`src/logic/wdt_pkg.sv`:
```
// Package for the program loop watchdog: register layout, reset values, types.
// Assumes a single core clock at 200 MHz and a synchronous active-high reset.
package wdt_pkg;

    // Mode register layout and reset value.
    localparam logic [7:0] MODE_RESET     = 8'h00;
    localparam int         RUN_BIT        = 7;
    localparam int         WDT_FIRST_BIT  = 4;
    localparam int         SEL_HI_BIT     = 2;
    localparam int         SEL_LO_BIT     = 1;

    // Default overflow intervals in core clock cycles, one per select code.
    localparam logic [31:0] OVF_CYCLES_0  = 32'h0000_1000;
    localparam logic [31:0] OVF_CYCLES_1  = 32'h0001_0000;
    localparam logic [31:0] OVF_CYCLES_2  = 32'h0010_0000;
    localparam logic [31:0] OVF_CYCLES_3  = 32'h0100_0000;

    // Kinds of instruction that target the mode register.
    typedef enum logic [1:0] {
        WR_DEDICATED,
        WR_REG_MOVE,
        WR_LOGICAL,
        WR_BIT_SET
    } write_kind_type;

    // One decoded write attempt from the core.
    typedef struct packed {
        logic           valid;
        write_kind_type kind;
        logic [7:0]     opByte3;
        logic [7:0]     opByte4;
        logic [23:0]    instrAddr;
    } mode_write_type;

    // Operand error report to the interrupt stacking logic.
    typedef struct packed {
        logic        pulse;
        logic [23:0] returnAddr;
    } operand_error_type;

endpackage

```
`src/logic/program_loop_watchdog.sv`:
```
// Program loop watchdog: guarded mode register, overflow counter, NMI ordering.
// Assumes the core decodes instructions that target the mode register and
// presents them as one-cycle write attempts; the pin request is already synced.
`timescale 1ns/1ps
// Contract
// - Only complemented dedicated four-byte write accepted.
// - Bad complement: no write, operand error.
// - Operand error returns faulting instruction address.
// - Other write instructions silently ignored.
// - Register locked after run first set.
// - Only reset stops; dedicated write restarts.
// - Mode register readable at any time.
// - Reset clears mode register to zero.
// - Setting run clears counter from zero.
// - Overflow after selected interval raises NMI.
// - Rewrite before overflow restarts, no interrupt.
// - Priority bit orders simultaneous watchdog, pin.
// - Pin precedence: overflow waits for handler.
module program_loop_watchdog #(
    parameter logic [31:0] CYCLES_0 = wdt_pkg::OVF_CYCLES_0,
    parameter logic [31:0] CYCLES_1 = wdt_pkg::OVF_CYCLES_1,
    parameter logic [31:0] CYCLES_2 = wdt_pkg::OVF_CYCLES_2,
    parameter logic [31:0] CYCLES_3 = wdt_pkg::OVF_CYCLES_3
) (
    // Clock and reset.
    input  wire logic                       core_clk,
    input  wire logic                       rst,
    // Write attempts from the instruction decoder.
    input  wire wdt_pkg::mode_write_type    modeWrite,
    // Register read port.
    output logic [7:0]                      watchdog_mode_reg,
    // Operand error to the interrupt stacking logic.
    output wdt_pkg::operand_error_type      operandError,
    // Non-maskable interrupt ordering.
    input  wire logic                       nmiPinReq,
    input  wire logic                       nmiPinDone,
    output logic                            watchdog_overflow_irq,
    output logic                            nmiPinGrant,
    output logic                            wdtPending
);
    import wdt_pkg::*;

    ////////////////////////////////////////////////////////////////////////////

    logic        locked;
    logic        dedicatedOk;
    logic        dedicatedBad;
    logic [31:0] count;
    logic [31:0] limit;
    logic        running;
    logic        pinPending;
    logic        grantWdt;
    logic        grantPin;

    // The complement check is the only guard against a runaway loop that
    // happens to hit the opcode; three-byte patterns cannot pass it.
    assign dedicatedOk  = modeWrite.valid && modeWrite.kind == WR_DEDICATED
                          && modeWrite.opByte3 == ~modeWrite.opByte4;
    assign dedicatedBad = modeWrite.valid && modeWrite.kind == WR_DEDICATED
                          && modeWrite.opByte3 != ~modeWrite.opByte4;
    assign running      = watchdog_mode_reg[RUN_BIT];

    ////////////////////////////////////////////////////////////////////////////
    // Mode register. Other instruction kinds fall through untouched.

    always_ff @(posedge core_clk) begin
        if (rst) begin
            watchdog_mode_reg <= MODE_RESET;
            locked            <= 1'b0;
        end else if (dedicatedOk && !locked) begin
            watchdog_mode_reg <= modeWrite.opByte3;
            locked            <= modeWrite.opByte3[RUN_BIT];
        end
    end

    ////////////////////////////////////////////////////////////////////////////
    // Operand error report carries the faulting instruction address.

    always_ff @(posedge core_clk) begin
        if (rst) begin
            operandError <= '0;
        end else begin
            operandError.pulse      <= dedicatedBad;
            operandError.returnAddr <= dedicatedBad ? modeWrite.instrAddr
                                                    : operandError.returnAddr;
        end
    end

    ////////////////////////////////////////////////////////////////////////////
    // Overflow counter.

    wdt_interval_sel #(
        .CYCLES_0 (CYCLES_0),
        .CYCLES_1 (CYCLES_1),
        .CYCLES_2 (CYCLES_2),
        .CYCLES_3 (CYCLES_3)
    ) u_interval (
        .core_clk (core_clk),
        .rst      (rst),
        .sel      ({watchdog_mode_reg[SEL_HI_BIT], watchdog_mode_reg[SEL_LO_BIT]}),
        .limit    (limit)
    );

    // A restart needs the run bit in the write data only before lock; once locked the
    // run bit is set, so any valid dedicated write restarts the count.
    always_ff @(posedge core_clk) begin
        if (rst) begin
            count <= '0;
        end else if (dedicatedOk && (locked || modeWrite.opByte3[RUN_BIT])) begin
            count <= '0;
        end else if (running && count < limit) begin
            count <= count + 32'h0000_0001;
        end
    end

    // Overflow is held until the arbiter grants it, so a wait behind the
    // pin handler never drops it.
    always_ff @(posedge core_clk) begin
        if (rst) begin
            wdtPending <= 1'b0;
        end else if (running && count == limit - 32'h0000_0001
                     && !dedicatedOk) begin
            wdtPending <= 1'b1;
        end else if (grantWdt) begin
            wdtPending <= 1'b0;
        end
    end

    always_ff @(posedge core_clk) begin
        if (rst) begin
            pinPending <= 1'b0;
        end else if (nmiPinReq) begin
            pinPending <= 1'b1;
        end else if (grantPin) begin
            pinPending <= 1'b0;
        end
    end

    ////////////////////////////////////////////////////////////////////////////
    // Priority between the two non-maskable sources.

    wdt_nmi_arbiter u_arbiter (
        .core_clk       (core_clk),
        .rst            (rst),
        .wdtPend        (wdtPending && !grantWdt),
        .pinPend        (pinPending && !grantPin),
        .wdtFirst       (watchdog_mode_reg[WDT_FIRST_BIT]),
        .pinHandlerDone (nmiPinDone),
        .grantWdt       (grantWdt),
        .grantPin       (grantPin)
    );

    always_ff @(posedge core_clk) begin
        if (rst) begin
            watchdog_overflow_irq <= 1'b0;
            nmiPinGrant           <= 1'b0;
        end else begin
            watchdog_overflow_irq <= grantWdt;
            nmiPinGrant           <= grantPin;
        end
    end

    ////////////////////////////////////////////////////////////////////////////
    // Checks.

    chk_bad_no_write: assert property (@(posedge core_clk) disable iff (rst)
        dedicatedBad |=> $stable(watchdog_mode_reg) && operandError.pulse)
        else $error("Bad complement changed register or gave no error");

    chk_err_address: assert property (@(posedge core_clk) disable iff (rst)
        dedicatedBad |=> operandError.returnAddr == $past(modeWrite.instrAddr))
        else $error("Operand error address wrong");

    chk_other_ignored: assert property (@(posedge core_clk) disable iff (rst)
        modeWrite.valid && modeWrite.kind != WR_DEDICATED
        |=> $stable(watchdog_mode_reg) && !operandError.pulse)
        else $error("Non-dedicated write had effect");

    chk_lock_holds: assert property (@(posedge core_clk) disable iff (rst)
        locked |=> $stable(watchdog_mode_reg))
        else $error("Locked register changed");

    chk_run_sticky: assert property (@(posedge core_clk) disable iff (rst)
        running |=> running)
        else $error("Run bit cleared without reset");

    chk_good_write: assert property (@(posedge core_clk) disable iff (rst)
        dedicatedOk && !locked |=> watchdog_mode_reg == $past(modeWrite.opByte3))
        else $error("Valid dedicated write not stored");

    chk_restart_zero: assert property (@(posedge core_clk) disable iff (rst)
        dedicatedOk && running |=> count == 32'h0000_0000 && !$rose(wdtPending))
        else $error("Restart did not clear counter");

    chk_overflow_irq: assert property (@(posedge core_clk) disable iff (rst)
        $rose(wdtPending) |-> ##[1:40] watchdog_overflow_irq)
        else $error("Pending overflow never signalled");

    chk_reset_zero: assert property (@(posedge core_clk)
        rst |=> watchdog_mode_reg == 8'h00 && !locked)
        else $error("Reset did not clear mode register");

    chk_start_zero: assert property (@(posedge core_clk) disable iff (rst)
        dedicatedOk && modeWrite.opByte3[RUN_BIT] |=> count == 32'h0000_0000)
        else $error("Run write did not clear counter");

    chk_both_order: assert property (@(posedge core_clk) disable iff (rst)
        wdtPending && pinPending && !grantWdt && !grantPin
        |=> grantWdt == $past(watchdog_mode_reg[WDT_FIRST_BIT]) && grantPin != grantWdt)
        else $error("Simultaneous requests granted in wrong order");

    cov_start: cover property (@(posedge core_clk) disable iff (rst)
        $rose(running));
    cov_overflow: cover property (@(posedge core_clk) disable iff (rst)
        watchdog_overflow_irq);
    cov_operand_err: cover property (@(posedge core_clk) disable iff (rst)
        operandError.pulse);
    cov_both_nmi: cover property (@(posedge core_clk) disable iff (rst)
        wdtPending && pinPending);
endmodule

```
`src/logic/wdt_interval_sel.sv`:
```
// Maps the two overflow-select bits to an interval in core clock cycles.
// Assumes the select bits come from the locked mode register.
`timescale 1ns/1ps
module wdt_interval_sel #(
    parameter logic [31:0] CYCLES_0 = wdt_pkg::OVF_CYCLES_0,
    parameter logic [31:0] CYCLES_1 = wdt_pkg::OVF_CYCLES_1,
    parameter logic [31:0] CYCLES_2 = wdt_pkg::OVF_CYCLES_2,
    parameter logic [31:0] CYCLES_3 = wdt_pkg::OVF_CYCLES_3
) (
    // Clock and reset.
    input  wire logic        core_clk,
    input  wire logic        rst,
    // Selection.
    input  wire logic [1:0]  sel,
    output logic      [31:0] limit
);
    import wdt_pkg::*;

    always_ff @(posedge core_clk) begin
        if (rst) begin
            limit <= CYCLES_0;
        end else begin
            case (sel)
                2'h0:    limit <= CYCLES_0;
                2'h1:    limit <= CYCLES_1;
                2'h2:    limit <= CYCLES_2;
                default: limit <= CYCLES_3;
            endcase
        end
    end
endmodule

```
`src/logic/wdt_nmi_arbiter.sv`:
```
// Orders the watchdog overflow and the external non-maskable request.
// Assumes the core pulses pinHandlerDone once at the end of the pin handler.
`timescale 1ns/1ps
module wdt_nmi_arbiter (
    // Clock and reset.
    input  wire logic core_clk,
    input  wire logic rst,
    // Requests.
    input  wire logic wdtPend,
    input  wire logic pinPend,
    input  wire logic wdtFirst,
    input  wire logic pinHandlerDone,
    // Grants.
    output logic      grantWdt,
    output logic      grantPin
);
    import wdt_pkg::*;

    logic inPinHandler;

    // While the pin handler runs with pin precedence, the overflow waits.
    always_ff @(posedge core_clk) begin
        if (rst) begin
            inPinHandler <= 1'b0;
        end else if (grantPin) begin
            inPinHandler <= 1'b1;
        end else if (pinHandlerDone) begin
            inPinHandler <= 1'b0;
        end
    end

    always_ff @(posedge core_clk) begin
        if (rst) begin
            grantWdt <= 1'b0;
            grantPin <= 1'b0;
        end else begin
            grantWdt <= 1'b0;
            grantPin <= 1'b0;
            if (grantWdt || grantPin) begin
                grantWdt <= 1'b0;
            end else if (wdtPend && pinPend) begin
                if (wdtFirst) begin
                    grantWdt <= 1'b1;
                end else begin
                    grantPin <= 1'b1;
                end
            end else if (pinPend) begin
                grantPin <= 1'b1;
            end else if (wdtPend && !(inPinHandler && !wdtFirst)) begin
                grantWdt <= 1'b1;
            end
        end
    end

    chk_pin_holds: assert property (@(posedge core_clk) disable iff (rst)
        inPinHandler && !wdtFirst |=> !grantWdt)
        else $error("Overflow granted during pin handler");
endmodule

```
`config.mk`:
```
export PLATFORM = sky130hd
export DESIGN_NAME = program_loop_watchdog
export DESIGN_NICKNAME = d
export VERILOG_FILES = /design/src/logic/wdt_pkg.sv /design/src/logic/program_loop_watchdog.sv /design/src/logic/wdt_interval_sel.sv /design/src/logic/wdt_nmi_arbiter.sv
export SDC_FILE = /design/constraint.sdc
export NUM_CORES = 1
export LEC_CHECK = 0
export BUFFER_PORTS_ARGS = -buffer_cell sky130_fd_sc_hd__buf_2
export CORE_MARGIN = 2
export CORE_UTILIZATION = 47
export DETAILED_ROUTE_END_ITERATION = 8
export GPL_TIMING_DRIVEN = 1
export MAX_ROUTING_LAYER = met4
export PLACE_DENSITY = 0.75
export SLEW_MARGIN = 25
export SYNTH_ARGS = -nofsm -noshare
export SYNTH_HDL_FRONTEND = slang
export SYNTH_SLANG_ARGS = --single-unit
```
`constraint.sdc`:
```
create_clock -name core_clk -period 2.1 [get_ports core_clk]
set_clock_uncertainty 0.05 [all_clocks]
set_input_delay 0 -clock core_clk [delete_from_list [all_inputs] [get_ports core_clk]]
set_output_delay 0 -clock core_clk [all_outputs]
set_load 0.1 [all_outputs]
```
-- After elaboration in Yosys (flattened, before gate mapping)
Cells that the tools add are included.
- add/subtract/negate cells: 2
- reduce and logical (&&, ||, !) cells: 28
- order comparisons: 1
- multiplexer cells: 14
- equality and inequality tests: 5
- bitwise gates (word level): 1
- operators with widths (cell ; number):
    $pmux W25 S3 ; 1
    $add A32 B1 Y32 const B ; 1
    $eq A32 B32 Y1 ; 1
    $lt A32 B32 Y1 ; 1
    $sub A32 B1 Y32 const B ; 1
    $logic_and A1 B1 Y1 ; 13
    $mux W1 ; 13
    $eq A8 B8 Y1 ; 1
    $ne A8 B8 Y1 ; 1
    $not A8 Y8 ; 1
    $logic_not A1 Y1 ; 6
    $reduce_bool A2 Y1 ; 3
    $logic_not A2 Y1 ; 2
    $reduce_or A2 Y1 ; 2
    $eq A2 B1 Y1 const B ; 1
    $eq A2 B2 Y1 const B ; 1
    $logic_or A1 B1 Y1 ; 2
- word-level logic and storage cells: 64
- output and inout bits: 36
- register bits after elaboration: 105

-- Depth between registers and ports, before layout
- depth after elaboration: 7
- gate-level depth with buffers: 8
- mapped depth without buffers: 7

-- Hierarchy
A second synthesis with hierarchy kept.
- cells, all modules: 665
- area total of the unflattened synthesis: 5372.7 um^2
- modules (own cells, without submodules) (module ; sequential area each (um^2) ; cells each ; area each (um^2) ; times used):
    program_loop_watchdog ; 1381.3 ; 617 ; 4937.2 ; 1
    wdt_interval_sel ; 80.1 ; 37 ; 326.6 ; 1
    wdt_nmi_arbiter ; 60.1 ; 11 ; 108.9 ; 1

-- Worst setup path after synthesis
No wires, ideal clock.
- path type: reg-to-reg
- from: register u_interval.limit[20]
- to: register count[24]
- slack: -0.101 ns
- arrival: 2.081 ns
- path buffers: 1
- cell stages (with the launch flop): 9
- period minus slack after synthesis: 2.201 ns
- path through: dfxtp_1 inv_1 ha_1 or4_1 o21ai_1 o2111ai_1 buf_2 or4_1 a21oi_1
- cells in the longest elaborated chain, start to end: 2
- RTL lines (element ; RTL line ; source):
    start, declared ; wdt_interval_sel.sv:15 ; output logic [31:0] limit
    start signal, assigned ; wdt_interval_sel.sv:21 ; limit <= CYCLES_0;
    start signal, assigned ; wdt_interval_sel.sv:24 ; 2'h0: limit <= CYCLES_0;
    start signal, assigned ; wdt_interval_sel.sv:25 ; 2'h1: limit <= CYCLES_1;
    $lt A32 B32 Y1 ; program_loop_watchdog.sv:111 ; end else if (running && count < limit) begin
    $logic_and A1 B1 Y1 ; program_loop_watchdog.sv:111 ;
    end signal, assigned ; program_loop_watchdog.sv:112 ; count <= count + 32'h0000_0001;
    end, declared ; program_loop_watchdog.sv:48 ; logic [31:0] count;
Every way passes these cells.
A chain may end at the register's enable or synchronous reset.

-- Worst setup path after layout
- from: register u_interval.limit[16]
- to: register count[11]
The elaborated chain is that of the path after synthesis.

==> impl_results.md <==
* Row count at 30
* Worst Path Arrival at 2.48 ns
* Overall Global Routing Usage at 0.290
* 1st-pass router iterations at 5
* Slowest cell on crit path: or4_4
* Post-DRT Antenna Nets at 0
* Failing checks: setup timing
* DR vias/cell at 5.69
* Most frequent cell after synthesis: dfxtp_1
* # DRC at 0
* Synth Cell Area at 3280 sq um
* GPL Wtd Cong at 0.912
* Status: finished with violations
* Routed wire length at 10700 microns
* Async SR Flop Fraction at 0
* Initial detailed-routing violation count at 248
* Final core occ at 0.719
* Peak Freq at 0.444 GHz
* Peak fanout along the critical path at 6
* RSZ-0062 raised after global routing: true
* Crit Path Category: reg2reg
* CORE AREA at 6760 sq um
* Die area at 7660 sq um
* Root Driver: clkbuf_8
* CP max stage delay at 0.43 ns
* Seq/Total Area, Yosys at 0.464
* Worst slew pin tran at 0.524 ns
* I/O pins at 83
* Fraction of layout cells with a size suffix above 1 at 0.348
* Largest family of logic cells by synthesized area: simple AND/OR/NAND/NOR gates
* Top cells by count, synth: dfxtp_1, nor2_1, mux2i_1
* Yosys warns at 0
* Mux cell area share after synthesis at 0.0977
* Chip Height at 87.5 microns
* Synth Area in Simple Gates at 0.229
* Reported max-cap violation count at 0
* Fin cells at 614
* Ys flop type: dfxtp_1
* Clock sinks at 76
* Worst-path clk slew at 0.08 ns
* Die width at 87.5 microns
* Register bit total from synthesis at 76
* P_leak at 0.00216 uW
* TritonCTS clock tree: built
* TritonCTS Buffers at 9
* Antenna cells at 0
* Synthesized area per cell at 9.08 sq um
* Largest net degree at the start of global routing at 45
* Largest cells by area after synthesis: dfxtp_1, mux2i_1, nor2_1
* Final setup viols at 22
* Post-Synth Adder-Cell Area at 0.0229
* Final worst slack at -0.150 ns
* Avg WL per Cell at 17.4 microns
* CP bufs+invs at 2
* CP Data Required Time at 2.33 ns
* VDD IR max at 0.666 mV
* Initial antenna violation count at 0
* Slew Limit Fails at 0
* Longest Clk Path Bufs at 2
* PD cells at 638 nW/um^2
* Syn_nets at 414
* HP Class: in2reg
* Slew headroom at 0.648
* Period utilization at 1.07
* CP Launch Type: flop
* Final hold vios at 0
* Netlist cell types at 39
* Global route overflow at 0
* First-pass GRT wire length at 16600 microns
* XOR/XNOR Fraction of Synth Area at 0.0347
* Cell Count Post-Placement at 556
* EDFF count, synth at 0
* Starting density of the core at 0.485
* Setup crit end kind: flop
* Share of the synthesized area in the top cell type at 0.464
* Crit path max-delay family: simple AND/OR/NAND/NOR gates
* Gate Count Post-Synth at 361
* Worst path cell trace: inv_2 -> ha_4 -> or4_4 -> a211oi_4 -> o21ai_2 -> buf_6 -> or4_1 -> a21oi_1
* Leading area contributor after synthesis: dfxtp_1
* Fin nets at 582
* Min cycle time layout at 2.25 ns
* Vias in the first global route at 3488
* Post-DP HPWL at 5870 microns
* P&R area growth vs syn at 48.2%
* H-tree depth at 3
* Compound-Gate Fraction of Synth Area at 0.116
* Clk Latency, worst-skew pair at 0.35 ns
* PortBufs at 82
* Max reg flops at 32
* Via count at 3493
-- layout by cell type, fill, tap and decap left out, types with 3 or more instances in the layout --
cell	Yosys	final
inv_1	13	10
ha_1	6	5
or2_2	3	3
nor4_1	3	3
a21oi_1	27	24
buf_2	3	83
o21ai_0	16	14
nand2_1	12	12
inv_2	0	3
o31ai_1	8	6
or4_4	0	5
o2111ai_1	4	3
dlygate4sd3_1	0	34
nand4_1	11	11
nor2_1	49	49
buf_4	2	52
dfxtp_1	76	72
and2_1	6	6
nand2b_1	4	4
a21oi_2	0	3
dfxtp_2	0	4
or3_1	16	16
xor2_1	10	10
nand3_1	10	10
clkbuf_8	0	9
or4_1	10	5
buf_6	0	3
nor3_1	8	5
inv_6	0	3
mux2i_1	32	32
-- per-stage QoR --
step                setup slack [ns]  setup TNS, ns  hold slack, ns  instance area (sq um)  total power [uW]
global route                  -0.236          -3.77           0.163                   4860              3180
detailed placement            -0.134          -1.06           0.172                   4110              1780
CTS                           -0.104         -0.783           0.103                   4770              3080
finish                        -0.150          -1.46           0.106                   4860              3100
floorplan                    -0.0837         -0.128          0.0674                   3300              1700
global placement             -0.0916         -0.409           0.165                   4110              1780
-- power by group --
group | total, uW | internal [uW] | switching [uW]
Sequential | 1470 | 1460 | 13.2
Clock | 1280 | 685 | 597
Combinational | 344 | 119 | 225
Total | 3100 | 2260 | 836
-- per-layer routing --
layer / GRT usage / up-vias / wire length, microns
met2: 0.481 / 164 / 5430
met5: - / - / 0
li1: - / 1627 / -
met4: 0.119 / 0 / 380
met3: 0.0559 / 34 / 646
met1: 0.344 / 1668 / 4240
-- cell type report --
| class | instances | area [sq um] |
|---|---|---|
| flip-flops and latches | 76 | 1530 |
| multi-input cells | 257 | 1780 |
| clock buffers | 10 | 128 |
| inverters | 13 | 48.8 |
| well taps | 80 | 100 |
| clock inverters | 6 | 95.1 |
| fillers | 411 | 1900 |
| repair buffers | 172 | 1180 |
-- worst register-to-register path: stages (launching register included) --
cell and delay [ns]:
dfxtp_2 0.34, inv_2 0.05, ha_4 0.14, or4_4 0.43, a211oi_4 0.28, o21ai_2 0.17
buf_6 0.16, or4_1 0.39, a21oi_1 0.16
-- logic make-up (layout without fill, tap and decap cells) --
logic type / Yosys count / count (layout)
AO/OA/AOI/OAI: 64 / 64
XOR/XNOR: 13 / 13
adder cells (fa/ha/maj): 6 / 6
buffers and inverters: 28 / 201
flip-flops: 76 / 76
multiplexers: 32 / 32
AND/OR/NAND/NOR: 142 / 142
-- worst paths after layout --
path                        startpoint                 end  slack (ns)  depth (start not counted)
hold / removal           modeWrite[42]          wdtPending        0.11                          4
setup / recovery  u_interval.limit[16]           count[11]       -0.15                          8
setup reg to reg  u_interval.limit[16]           count[11]       -0.15                          8
hold reg to reg     u_arbiter.grantPin  u_arbiter.grantWdt        0.38                          1
-- timing repair --
action                                 CTS  global route
gates cloned                             0             3
buffers inserted                         4             1
endpoints found under the hold margin   34             0
gates resized for setup                 16            17
pin swaps                                4             7
setup endpoints to repair               23            27
hold buffers                            34             0
Power figures use the tool's default switching activity.
